<file path="src/pieb_map.svh">
// Register offsets, field layouts and reset values of the enable bank.
`ifndef PIEB_MAP_SVH
`define PIEB_MAP_SVH

`define PIEB_NGRP       5
`define PIEB_NSRC       40
`define PIEB_ADDR_W     8
`define PIEB_DATA_W     8

`define PIEB_OFS_EN1    8'h97
`define PIEB_OFS_EN2    8'h98
`define PIEB_OFS_EN3    8'h99
`define PIEB_OFS_EN4    8'h9A
`define PIEB_OFS_EN5    8'h9B

`define PIEB_OFS_FLAG1  8'h8D
`define PIEB_OFS_FLAG2  8'h8E
`define PIEB_OFS_FLAG3  8'h8F
`define PIEB_OFS_FLAG4  8'h90
`define PIEB_OFS_FLAG5  8'h91

`define PIEB_OFS_CTRL   8'h0B
`define PIEB_BIT_GLOBAL 7
`define PIEB_BIT_PERIPH 6

// Implemented bits per group; group 2 lacks bits 7 and 4, group 3 bits 7..4.
`define PIEB_IMPL_G1    8'hFF
`define PIEB_IMPL_G2    8'h6F
`define PIEB_IMPL_G3    8'h0F
`define PIEB_IMPL_G4    8'hFF
`define PIEB_IMPL_G5    8'hFF

`define PIEB_RST_EN     8'h00
`define PIEB_RST_FLAG   8'h00
`define PIEB_RST_RDATA  8'h00
`define PIEB_ZERO_BYTE  8'h00
`define PIEB_RST_VEC    16'h0000
`define PIEB_VECTOR     16'h0004

`endif

</file>
<file path="src/pieb_pkg.sv">
// Types shared by the peripheral interrupt enable bank.
package pieb_pkg;

    typedef logic [7:0] pieb_byte_t;
    typedef logic [15:0] pieb_pc_t;

    typedef enum logic {
        VS_IDLE,
        VS_LOAD
    } pieb_vec_state_t;

endpackage : pieb_pkg

</file>
<file path="src/pieb_bank.sv">
// Peripheral interrupt enable bank with flags, masters and vector request.
//
// The implementer's own choice: the strobed register port.
`timescale 1ns/1ps

`include "pieb_map.svh"

// What this block does
// - Group 1 enable register lives at 0x97, eight read/write bits reset to 0.
// - Group 1 gates t1 gate, t1, osc fail, clk switch, tuning, scan, crc, nvm.
// - Group 2 enable at 0x98 lacks bits 7 and 4, others read/write reset 0.
// - Group 2 bits 6,5,3..0 gate ccp2, ccp1, timer4, timer2, t3 gate, t3.
// - Group 3 enable at 0x99 keeps bits 3..0 read/write reset 0, 7..4 absent.
// - Group 3 bits 3..0 gate pwm2 param, pwm2 period, pwm1 param, pwm1 period.
// - Group 4 enable register lives at 0x9A, eight read/write bits reset to 0.
// - Group 4 gates serial1 rx and tx, cells 4..1, wavegen and synthesizer.
// - Group 5 enable register lives at 0x9B, eight read/write bits reset to 0.
// - Group 5 gates cmp2, cmp1, sync port collisions and events, serial2.
// - A clear enable bit blocks its source and a set bit lets it through.
// - Enabled sources reach the core only with both master enables set.
// - A source flag sets on its event whatever the enable bits hold.
// - Taking an interrupt loads vector 0004h and clears global enable.
module pieb_bank
    import pieb_pkg::*;
(
    input  wire logic                    core_clk,
    input  wire logic                    rstn,
    input  wire logic [`PIEB_ADDR_W-1:0] reg_addr,
    input  wire logic [`PIEB_DATA_W-1:0] reg_wdata,
    input  wire logic                    reg_wr,
    input  wire logic                    reg_rd,
    output logic      [`PIEB_DATA_W-1:0] reg_rdata,
    input  wire logic [`PIEB_NSRC-1:0]   src_event,
    input  wire logic                    irq_take,
    input  wire logic                    irq_return,
    output logic                         periph_irq_req,
    output logic                         irq,
    output logic                         vector_load,
    output logic      [15:0]             vector_addr
);

    localparam pieb_byte_t EN_OFS [`PIEB_NGRP] = '{
        `PIEB_OFS_EN1, `PIEB_OFS_EN2, `PIEB_OFS_EN3,
        `PIEB_OFS_EN4, `PIEB_OFS_EN5
    };
    localparam pieb_byte_t FLAG_OFS [`PIEB_NGRP] = '{
        `PIEB_OFS_FLAG1, `PIEB_OFS_FLAG2, `PIEB_OFS_FLAG3,
        `PIEB_OFS_FLAG4, `PIEB_OFS_FLAG5
    };
    localparam pieb_byte_t IMPL [`PIEB_NGRP] = '{
        `PIEB_IMPL_G1, `PIEB_IMPL_G2, `PIEB_IMPL_G3,
        `PIEB_IMPL_G4, `PIEB_IMPL_G5
    };

    // Reset release is synchronised so every flop leaves reset together.
    logic                    rst_meta_n;
    logic                    rst_sync_n;

    always_ff @(posedge core_clk or negedge rstn) begin
        if (!rstn) begin
            rst_meta_n <= 1'b0;
            rst_sync_n <= 1'b0;
        end else begin
            rst_meta_n <= 1'b1;
            rst_sync_n <= rst_meta_n;
        end
    end

    pieb_byte_t              en_q    [`PIEB_NGRP];
    pieb_byte_t              flag_q  [`PIEB_NGRP];
    logic [`PIEB_NSRC-1:0]   en_flat;
    logic [`PIEB_NSRC-1:0]   flag_flat;
    logic [`PIEB_NSRC-1:0]   impl_flat;
    logic [`PIEB_NGRP-1:0]   en_sel;
    logic [`PIEB_NGRP-1:0]   flag_sel;
    pieb_byte_t              en_rd   [`PIEB_NGRP];
    pieb_byte_t              flag_rd [`PIEB_NGRP];

    logic                    global_en;
    logic                    periph_en;
    logic                    ctrl_sel;
    logic                    take_ok;
    pieb_vec_state_t         vec_state;
    pieb_vec_state_t         next_vec_state;
    pieb_byte_t              next_rdata;
    pieb_byte_t              ctrl_rd;
    pieb_byte_t              rd_or;

    // One slice per group: decode, enable storage and sticky flags.
    genvar g;
    generate
        for (g = 0; g < `PIEB_NGRP; g++) begin : g_grp
            wire en_hit   = (reg_addr == EN_OFS[g]);
            wire flag_hit = (reg_addr == FLAG_OFS[g]);
            wire en_wr    = reg_wr && en_hit;
            wire flag_wr  = reg_wr && flag_hit;
            wire [7:0] ev = src_event[g*8 +: 8] & IMPL[g];
            wire [7:0] clr = flag_wr ? (reg_wdata & IMPL[g])
                                     : `PIEB_ZERO_BYTE;

            assign en_sel[g]   = en_hit;
            assign flag_sel[g] = flag_hit;
            assign en_rd[g]    = en_hit ? en_q[g] : `PIEB_ZERO_BYTE;
            assign flag_rd[g]  = flag_hit ? flag_q[g] : `PIEB_ZERO_BYTE;
            assign en_flat[g*8 +: 8]   = en_q[g];
            assign flag_flat[g*8 +: 8] = flag_q[g];
            assign impl_flat[g*8 +: 8] = IMPL[g];

            // Absent bits are masked on write so they always read as zero.
            always_ff @(posedge core_clk or negedge rst_sync_n) begin
                if (!rst_sync_n) begin
                    en_q[g] <= `PIEB_RST_EN;
                end else if (en_wr) begin
                    en_q[g] <= reg_wdata & IMPL[g];
                end
            end

            // A new event beats a clear in the same cycle.
            always_ff @(posedge core_clk or negedge rst_sync_n) begin
                if (!rst_sync_n) begin
                    flag_q[g] <= `PIEB_RST_FLAG;
                end else begin
                    flag_q[g] <= (flag_q[g] & ~clr) | ev;
                end
            end
        end
    endgenerate

    assign ctrl_sel = (reg_addr == `PIEB_OFS_CTRL);

    always_comb begin
        rd_or = `PIEB_ZERO_BYTE;
        for (int i = 0; i < `PIEB_NGRP; i++) begin
            rd_or = rd_or | en_rd[i] | flag_rd[i];
        end
    end

    always_comb begin
        ctrl_rd = `PIEB_ZERO_BYTE;
        ctrl_rd[`PIEB_BIT_GLOBAL] = global_en;
        ctrl_rd[`PIEB_BIT_PERIPH] = periph_en;
    end

    assign next_rdata = !reg_rd ? `PIEB_ZERO_BYTE :
                        ctrl_sel ? ctrl_rd : rd_or;

    // Read data stand for exactly one cycle; unmapped reads return zero.
    always_ff @(posedge core_clk or negedge rst_sync_n) begin
        if (!rst_sync_n) begin
            reg_rdata <= `PIEB_RST_RDATA;
        end else begin
            reg_rdata <= next_rdata;
        end
    end

    // The per-source gating is a plain AND so a cleared enable blocks at once.
    assign periph_irq_req = |(flag_flat & en_flat);
    assign irq = periph_irq_req && periph_en && global_en;

    // The core only vectors while it sees the request and global enable.
    assign take_ok = irq_take && irq;

    // Hardware clear on vectoring wins over a software write that cycle,
    // otherwise a stale write could re-open nesting inside the handler.
    always_ff @(posedge core_clk or negedge rst_sync_n) begin
        if (!rst_sync_n) begin
            global_en <= 1'b0;
        end else if (take_ok) begin
            global_en <= 1'b0;
        end else if (irq_return) begin
            global_en <= 1'b1;
        end else if (reg_wr && ctrl_sel) begin
            global_en <= reg_wdata[`PIEB_BIT_GLOBAL];
        end
    end

    always_ff @(posedge core_clk or negedge rst_sync_n) begin
        if (!rst_sync_n) begin
            periph_en <= 1'b0;
        end else if (reg_wr && ctrl_sel) begin
            periph_en <= reg_wdata[`PIEB_BIT_PERIPH];
        end
    end

    always_comb begin
        case (vec_state)
            VS_IDLE: next_vec_state = take_ok ? VS_LOAD : VS_IDLE;
            VS_LOAD: next_vec_state = take_ok ? VS_LOAD : VS_IDLE;
            default: next_vec_state = VS_IDLE;
        endcase
    end

    always_ff @(posedge core_clk or negedge rst_sync_n) begin
        if (!rst_sync_n) begin
            vec_state <= VS_IDLE;
        end else begin
            vec_state <= next_vec_state;
        end
    end

    always_ff @(posedge core_clk or negedge rst_sync_n) begin
        if (!rst_sync_n) begin
            vector_addr <= `PIEB_RST_VEC;
        end else if (take_ok) begin
            vector_addr <= `PIEB_VECTOR;
        end
    end

    assign vector_load = (vec_state == VS_LOAD);
endmodule : pieb_bank

</file>
<file path="config.mk">
export PLATFORM = sky130hd
export DESIGN_NAME = pieb_bank
export DESIGN_NICKNAME = d
export VERILOG_FILES = /design/src/pieb_pkg.sv /design/src/pieb_bank.sv
export VERILOG_INCLUDE_DIRS = /design/src /design/src/src
export SDC_FILE = /design/constraint.sdc
export NUM_CORES = 1
export LEC_CHECK = 0
export ABC_AREA = 1
export BUFFER_PORTS_ARGS = -buffer_cell sky130_fd_sc_hd__buf_2
export CAP_MARGIN = 40
export CORE_MARGIN = 1.5
export CORE_UTILIZATION = 59
export DETAILED_ROUTE_END_ITERATION = 8
export PLACE_DENSITY_LB_ADDON = 0.1
export SYNTH_ARGS = -nofsm -noshare
export SYNTH_HDL_FRONTEND = slang
export SYNTH_SLANG_ARGS = --single-unit
</file>
<file path="constraint.sdc">
create_clock -name core_clk -period 4.5 [get_ports core_clk]
set_input_delay 0.45 -clock core_clk [delete_from_list [all_inputs] [get_ports core_clk]]
set_output_delay 0.45 -clock core_clk [all_outputs]
set_load 0.005 [all_outputs]
</file>
==> results.toml, run 1 <==
[placement]
detailedPlacementHpwl_um = 8067
io_buffers = 67
gp_congestion = 0.9395

[drt]
route.detailed.vias_per_inst = 5.456
remaining_drc_errors = 0
drt_pre_antenna_iters = 7
dr.max_layer_used = "met4"
wl_per_cell_um = 15.42
wl_met1_um = 4745
met3_wire_length_um = 1040
ant_nets_after_route = 0
wirelength_um = 11150
detailedRoute.firstIterationViolations = 340
num_vias = 3945
routed-wl-met2_um = 5200

[clocking]
clock_tree_from_tritoncts = "built"
cts.htree.levels = 3
root_buffer = "sky130_fd_sc_hd__clkbuf_8"
clk_transition_reported_paths_ns = 0.09
worstSkewPairLatency_ns = 0.36
clock_sinks = 82
cts_bufs_inserted = 9
buffer_depth_of_the_longest_clock_path = 2
cts.repair_timing.setup_buffer_count = 0

[global_route]
groute.usage.overall = 0.3086
first_pass_grt_wire_length_um = 17600
grt_overflow = 0
first_global_vias = 3697
antenna_violations_before_repair = 0
grt_max_degree = 43

[worst_setup_path]
rr_worst_depth = 8
endpoint_kind = "flip-flop"
worst-endpoint-required_ns = 4.79
cpLargestDelayFamily = "simple AND/OR/NAND/NOR gates"
timing.rr.end = "vector_addr[2]"
cp-start-kind = "input port"
crit_buf_inv = 3
worst_path_largest_cell_delay_ns = 0.65
critical_path.cell_chain = "buf_2 -> inv_1 -> nand2_2 -> nor2_4 -> nand2_2 -> o21ai_0 -> nor2_1 -> nand3_1 -> nand2_1 -> inv_1"
regToRegSetupSlack_ns = 3.07
crit_type = "input port to flip-flop"
critical_path.slowest_cell = "sky130_fd_sc_hd__nor2_4"
crit-reg2reg-launch = "en_flat[6]"
cp_max_fanout = 35
critPathArrivalTime_ns = 2.36

[power]
power.sequential.fraction = 0.515
power.internal_w = 0.001141
pwr_density_cell_mw_per_mm2 = 315.3
power.share.switching = 0.2527
netSwitchingPower_w = 0.0003856
vdd_ir_drop_max_uv = 192.8
p_clk_frac = 0.393
static-leakage-power_nw = 2.603
combPwrFrac = 0.092

[floorplan]
core-area_mm2 = 0.006869
dieArea_mm2 = 0.007733
die_w_um = 87.94
floorplan.rows = 30
ioPinCount = 89
initial_utilization = 0.6197
dieHeight_um = 87.94

[synthesis]
synth_top_area_frac = 0.4821
synth_area_leaders = "sky130_fd_sc_hd__dfrtp_1 (48%), sky130_fd_sc_hd__nand2_1 (14%), sky130_fd_sc_hd__inv_1 (6.1%)"
synth_cell_types = 25
yosysSeqAreaShare = 0.4821
synth_area_leader_cell = "sky130_fd_sc_hd__dfrtp_1"
synth_warnings = 0
synthesis.area_per_instance_um2 = 7.697
post_synth_inst_count = 553
flip_flop_and_latch_count_after_synthesis = 82
post_synth_instance_area_mm2 = 0.004257

[sta]
max_freq_mhz = 483.9
timing.slew.headroom = 0.4504
fin_worst_skew_ns = 0.01263
number_of_failing_hold_endpoints_at_the_final_stage = 0
setup_viol = 0
min_period_over_period = 0.4592
grt_setup_unrepaired = "false"
min_period_ns = 2.067
timing_max_transition_violations_final = 0
fin_tns_setup_ns = 0
timing_worst_slew_pin_value_ns = 0.8225

[min_path]
timing.hold.worst_path_depth = 3
hold_path.startpoint = "src_event[5]"
hold_path.class = "input port to flip-flop"
hold_end = "flag_flat[5]"

[run_status]
outcome = "complete, no violations"

[finish]
num-nets-final = 684
antenna-diode-count = 0
utilization = 0.7047
area_growth_pct = 13.73
post_route_cells_drive_above_1_share = 0.1691

[job]
cap_violations = 0
## worst register-to-register path, delay by kind of cell, from the launching register on
family        cells  cell delay, ns
simple gates      8            0.90
flops             1            0.42
## state kept, by name, indices dropped and copies added, names as in the netlist
| register | count |
|---|---|
| en_flat | 34 |
| flag_flat | 34 |
| reg_rdata | 8 |
| global_en | 1 |
| periph_en | 1 |
| rst_meta_n | 1 |
| rst_sync_n | 1 |
| vector_addr | 1 |
| vector_load | 1 |
## power groups by stage
| stage | clock (W) | combinational [W] | sequential (W) |
|---|---|---|---|
| finish | 0.000600 | 0.000140 | 0.000786 |
| global route | 0.000637 | 0.000157 | 0.000790 |
| CTS | 0.000605 | 0.000139 | 0.000786 |
| detailed placement | 0 | 0.000137 | 0.000800 |
| global placement | 0 | 0.000125 | 0.000805 |
| floorplan | 0 | 0.0000854 | 0.000797 |
## placed cells by master (no fill, tap or decap), drive strengths merged
master | synthesis | layout
buf | 25 | 68
nand3 | 53 | 53
clkbuf | 0 | 10
dlygate4sd3 | 0 | 1
bufinv | 0 | 2
o21a | 14 | 14
o31ai | 1 | 1
a31oi | 1 | 1
nor2 | 58 | 58
nand2 | 163 | 163
nor3 | 9 | 9
dfrtp | 82 | 82
clkinvlp | 0 | 1
a21oi | 2 | 2
clkinv | 0 | 3
o21bai | 12 | 12
nand3b | 3 | 3
o21ai | 54 | 54
conb | 2 | 16
nand4 | 2 | 2
inv | 72 | 72
## logic make-up (layout without fill, tap and decap cells)
family,count (synthesis),after routing,share of synthesized area
and+or+nand+nor,288,288,0.2942
other,2,16,0.001764
AOI/OAI and AO/OA,84,84,0.1149
buffers and inverters,97,157,0.1070
DFF,82,82,0.4821
## cells in the mapped netlist, drive strengths merged
cell      n
nand2   163
o31ai     1
inv      72
conb      2
nand3b    3
nor2     58
buf      25
o21bai   12
o21a     14
nand4     2
dfrtp    82
o21ai    54
nand3    53
nor3      9
a31oi     1
a21oi     2
## how the worst max path moves through the flow
| stage | slack (ns) | to | cells past startpoint | start |
|---|---|---|---|---|
| CTS | 2.45 | periph_irq_req | 7 | en_flat[6] |
| finish | 2.43 | reg_rdata[3] | 10 | reg_addr[6] |
| global route | 2.31 | periph_irq_req | 7 | en_flat[39] |
| detailed placement | 2.11 | en_flat[9] | 8 | reg_addr[6] |
| global placement | 2.17 | reg_rdata[3] | 10 | reg_addr[6] |
| floorplan | 2.05 | en_flat[0] | 0 | rst_sync_n |
## layer usage
metal / GRT usage / vias to the layer above
met5: 0 / -
met4: 0.09091 / 0
met3: 0.06692 / 20
met2: 0.4969 / 230
met1: 0.4212 / 1846
li1: - / 1849
## cell type report
cell class              count  area [um^2]
well taps                  96        120.1
fillers                   602         2028
inverters                  72        270.3
multi-input cells         388         1802
clock buffers              10        137.6
repair buffers             69        365.4
flip-flops and latches     82         2056
clock inverters             6        90.09
## timing repair
action / 4_1_cts / 5_1_grt
hold buffers: 1 / 0
resized for setup: 0 / 0
hold endpoints to repair: 2 / 0
endpoints found under the setup margin: 0 / 0
## per-stage QoR
stage          instances  setup slack [ns]   power, W  hold WS (ns)  instance area [um^2]
2_1_floorplan        567             2.047  0.0008827        0.1544                  4309
3_3_place_gp         705             2.168  0.0009296        0.2345                  4583
3_5_place_dp         706             2.107  0.0009370        0.2388                  4603
4_1_cts              723             2.451   0.001529        0.2564                  4841
5_1_grt              723             2.314   0.001584        0.2665                  4841
6_report             723             2.433   0.001526        0.2669                  4841
(Power assumes the default switching activity.)
==> run 2: changes to the inputs <==
CORE_UTILIZATION = 50   (was 59)
clock period = 1.7 ns   (was 4.5 ns; I/O delays follow)
==> results.toml, run 2 (synthesis results as in run 1) <==
[drt]
remaining_drc_errors = 0
route.detailed.vias_per_inst = 5.145
wirelength_um = 12290
detailedRoute.firstIterationViolations = 295
ant_nets_after_route = 0
drt_pre_antenna_iters = 5
wl_per_cell_um = 15.73
num_vias = 4018

[sta]
setup_slack_ns = -0.004896
fin_worst_skew_ns = 0.01225
setup_viol = 1
timing_max_transition_violations_final = 0
grt_setup_unrepaired = "true"
max_freq_mhz = 586.5
min_period_ns = 1.705
min_period_over_period = 1.003
number_of_failing_hold_endpoints_at_the_final_stage = 0

[worst_setup_path]
critPathArrivalTime_ns = 1.53
worst_path_largest_cell_delay_ns = 0.42
crit-reg2reg-launch = "en_flat[25]"
timing.rr.end = "vector_addr[2]"
cpLargestDelayFamily = "simple AND/OR/NAND/NOR gates"
rr_worst_depth = 8
critical_path.slowest_cell = "sky130_fd_sc_hd__dfrtp_1"
critical_path.most_common_cell = "sky130_fd_sc_hd__nand2_1"
endpoint_kind = "primary output"
cp_max_fanout = 3
crit_type = "flip-flop to primary output"
critical_path.cell_chain = "nand2_2 -> nand2_1 -> nor2_1 -> nand2_1 -> nor2_4 -> a31oi_1 -> buf_2"
worst-endpoint-required_ns = 1.53
crit_buf_inv = 1
cp-start-kind = "flip-flop"
regToRegSetupSlack_ns = 0.34

[placement]
detailed_place.area_mm2 = 0.004755
detailedPlacementHpwl_um = 8751
place_inst = 732
io_buffers = 67
place_worst_setup_slack_ns = 0.1854
gp_congestion = 0.9258

[finish]
final_common_cell = "sky130_fd_sc_hd__nand2_1"
final_cell_count_no_fill = 781
num-nets-final = 733
post_route_cells_drive_above_1_share = 0.2115
utilization = 0.6495
postLayoutCellArea_mm2 = 0.005336
final_cell_mix = "sky130_fd_sc_hd__nand2_1 (153), sky130_fd_sc_hd__dfrtp_1 (81), sky130_fd_sc_hd__inv_1 (69)"
area_growth_pct = 25.37
antenna-diode-count = 0

[job]
cap_violations = 0

[min_path]
hold_path.class = "input port to flip-flop"
hold_end = "flag_flat[35]"
timing.hold.worst_path_depth = 2
hold_path.startpoint = "src_event[35]"

[clocking]
clk_transition_reported_paths_ns = 0.08
clock_tree_from_tritoncts = "built"
root_buffer = "sky130_fd_sc_hd__clkbuf_8"
cts.htree.levels = 3
buffer_depth_of_the_longest_clock_path = 2
worstSkewPairLatency_ns = 0.36
clock_sinks = 82
cts_bufs_inserted = 9

[global_route]
first_global_vias = 3593
grt_max_degree = 34
groute.usage.overall = 0.2834
grt_overflow = 0
antenna_violations_before_repair = 0
first_pass_grt_wire_length_um = 18620
grt_util_met3 = 0.04705
groute.layer.met1.usage = 0.4132
grt_most_used_layer = "met2"
grt_use_met2 = 0.4314

[power]
pwr_density_cell_mw_per_mm2 = 790.5
static-leakage-power_nw = 2.843
vdd_ir_drop_max_uv = 432.9

[floorplan]
initial_utilization = 0.5180
die_w_um = 95.27
floorplan.rows = 33
dieArea_mm2 = 0.009075
ioPinCount = 89
dieHeight_um = 95.27
core-area_mm2 = 0.008217

[run_status]
violated_checks = "negative setup slack"
outcome = "finished with violations"
## run 2: cell types whose count changed in the layout (fill, tap and decap cells not counted), moves of 2 or more
cell and delta:
sky130_fd_sc_hd__buf_4 +27, sky130_fd_sc_hd__dlygate4sd3_1 +21, sky130_fd_sc_hd__nand2_1 -4, sky130_fd_sc_hd__nand2_2 +4, sky130_fd_sc_hd__nor2_1 -4, sky130_fd_sc_hd__nor2_2 +2, sky130_fd_sc_hd__nor2_4 +2
## run 2: how the worst max path moves through the flow
stage | from | to | cells after the start
after floorplan | rst_sync_n | en_flat[0] | 0
after global placement | reg_addr[6] | reg_rdata[0] | 12
after detailed placement | reg_addr[6] | flag_flat[36] | 10
after CTS | flag_flat[37] | periph_irq_req | 7
after global routing | flag_flat[5] | irq | 7
final | en_flat[25] | irq | 7
## run 2: what timing repair did
| item | 4_1_cts | 5_1_grt |
|---|---|---|
| gates resized for setup | 3 | 9 |
| setup buffers | 1 | 10 |
| setup endpoints to repair | 2 | 2 |
| pin swaps | 1 | 9 |
| hold endpoints to repair | 23 | 0 |
| hold buffers | 22 | 0 |
## run 2: final cells by class
class	count	area, um^2
inverter	72	270.3
tap	105	131.4
clock buffer	11	151.4
timing repair buffer	118	804.5
clock inverter	5	86.33
multi-input combinational	388	1837
fill	753	2880
sequential	82	2056
## run 2: where the power goes
part,total (W),switching (W),internal [W]
logic,0.000470,0.000271,0.000199
clock network,0.00167,0.000759,0.000916
registers,0.00207,0.0000613,0.00201
total,0.00422,0.00109,0.00313
## run 2: worst register-to-register path, stage by stage, from the launching register on
cell and delay (ns):
sky130_fd_sc_hd__dfrtp_1 0.42, sky130_fd_sc_hd__nand2_2 0.10, sky130_fd_sc_hd__nand2_1 0.06, sky130_fd_sc_hd__nor2_1 0.10, sky130_fd_sc_hd__nand2_1 0.10, sky130_fd_sc_hd__nor2_4 0.17
sky130_fd_sc_hd__nand3_2 0.10, sky130_fd_sc_hd__nand3_1 0.13, sky130_fd_sc_hd__nand2_1 0.07
## run 2: through the flow
| step | hold WS [ns] | power [W] | setup TNS (ns) |
|---|---|---|---|
| 6_report | 0.008143 | 0.004218 | -0.004896 |
| 5_1_grt | 0.003121 | 0.004360 | -0.1246 |
| 4_1_cts | 0.003608 | 0.004200 | 0 |
| 3_5_place_dp | -0.04417 | 0.002503 | 0 |
| 3_3_place_gp | -0.04554 | 0.002492 | 0 |
| 2_1_floorplan | -0.1256 | 0.002337 | 0 |
## run 2: per-layer routing
layer | wire (um) | part of all wire
met1 | 5384 | 0.44
met3 | 1100 | 0.090
met2 | 5671 | 0.46
met5 | 0 | 0
met4 | 132 | 0.011
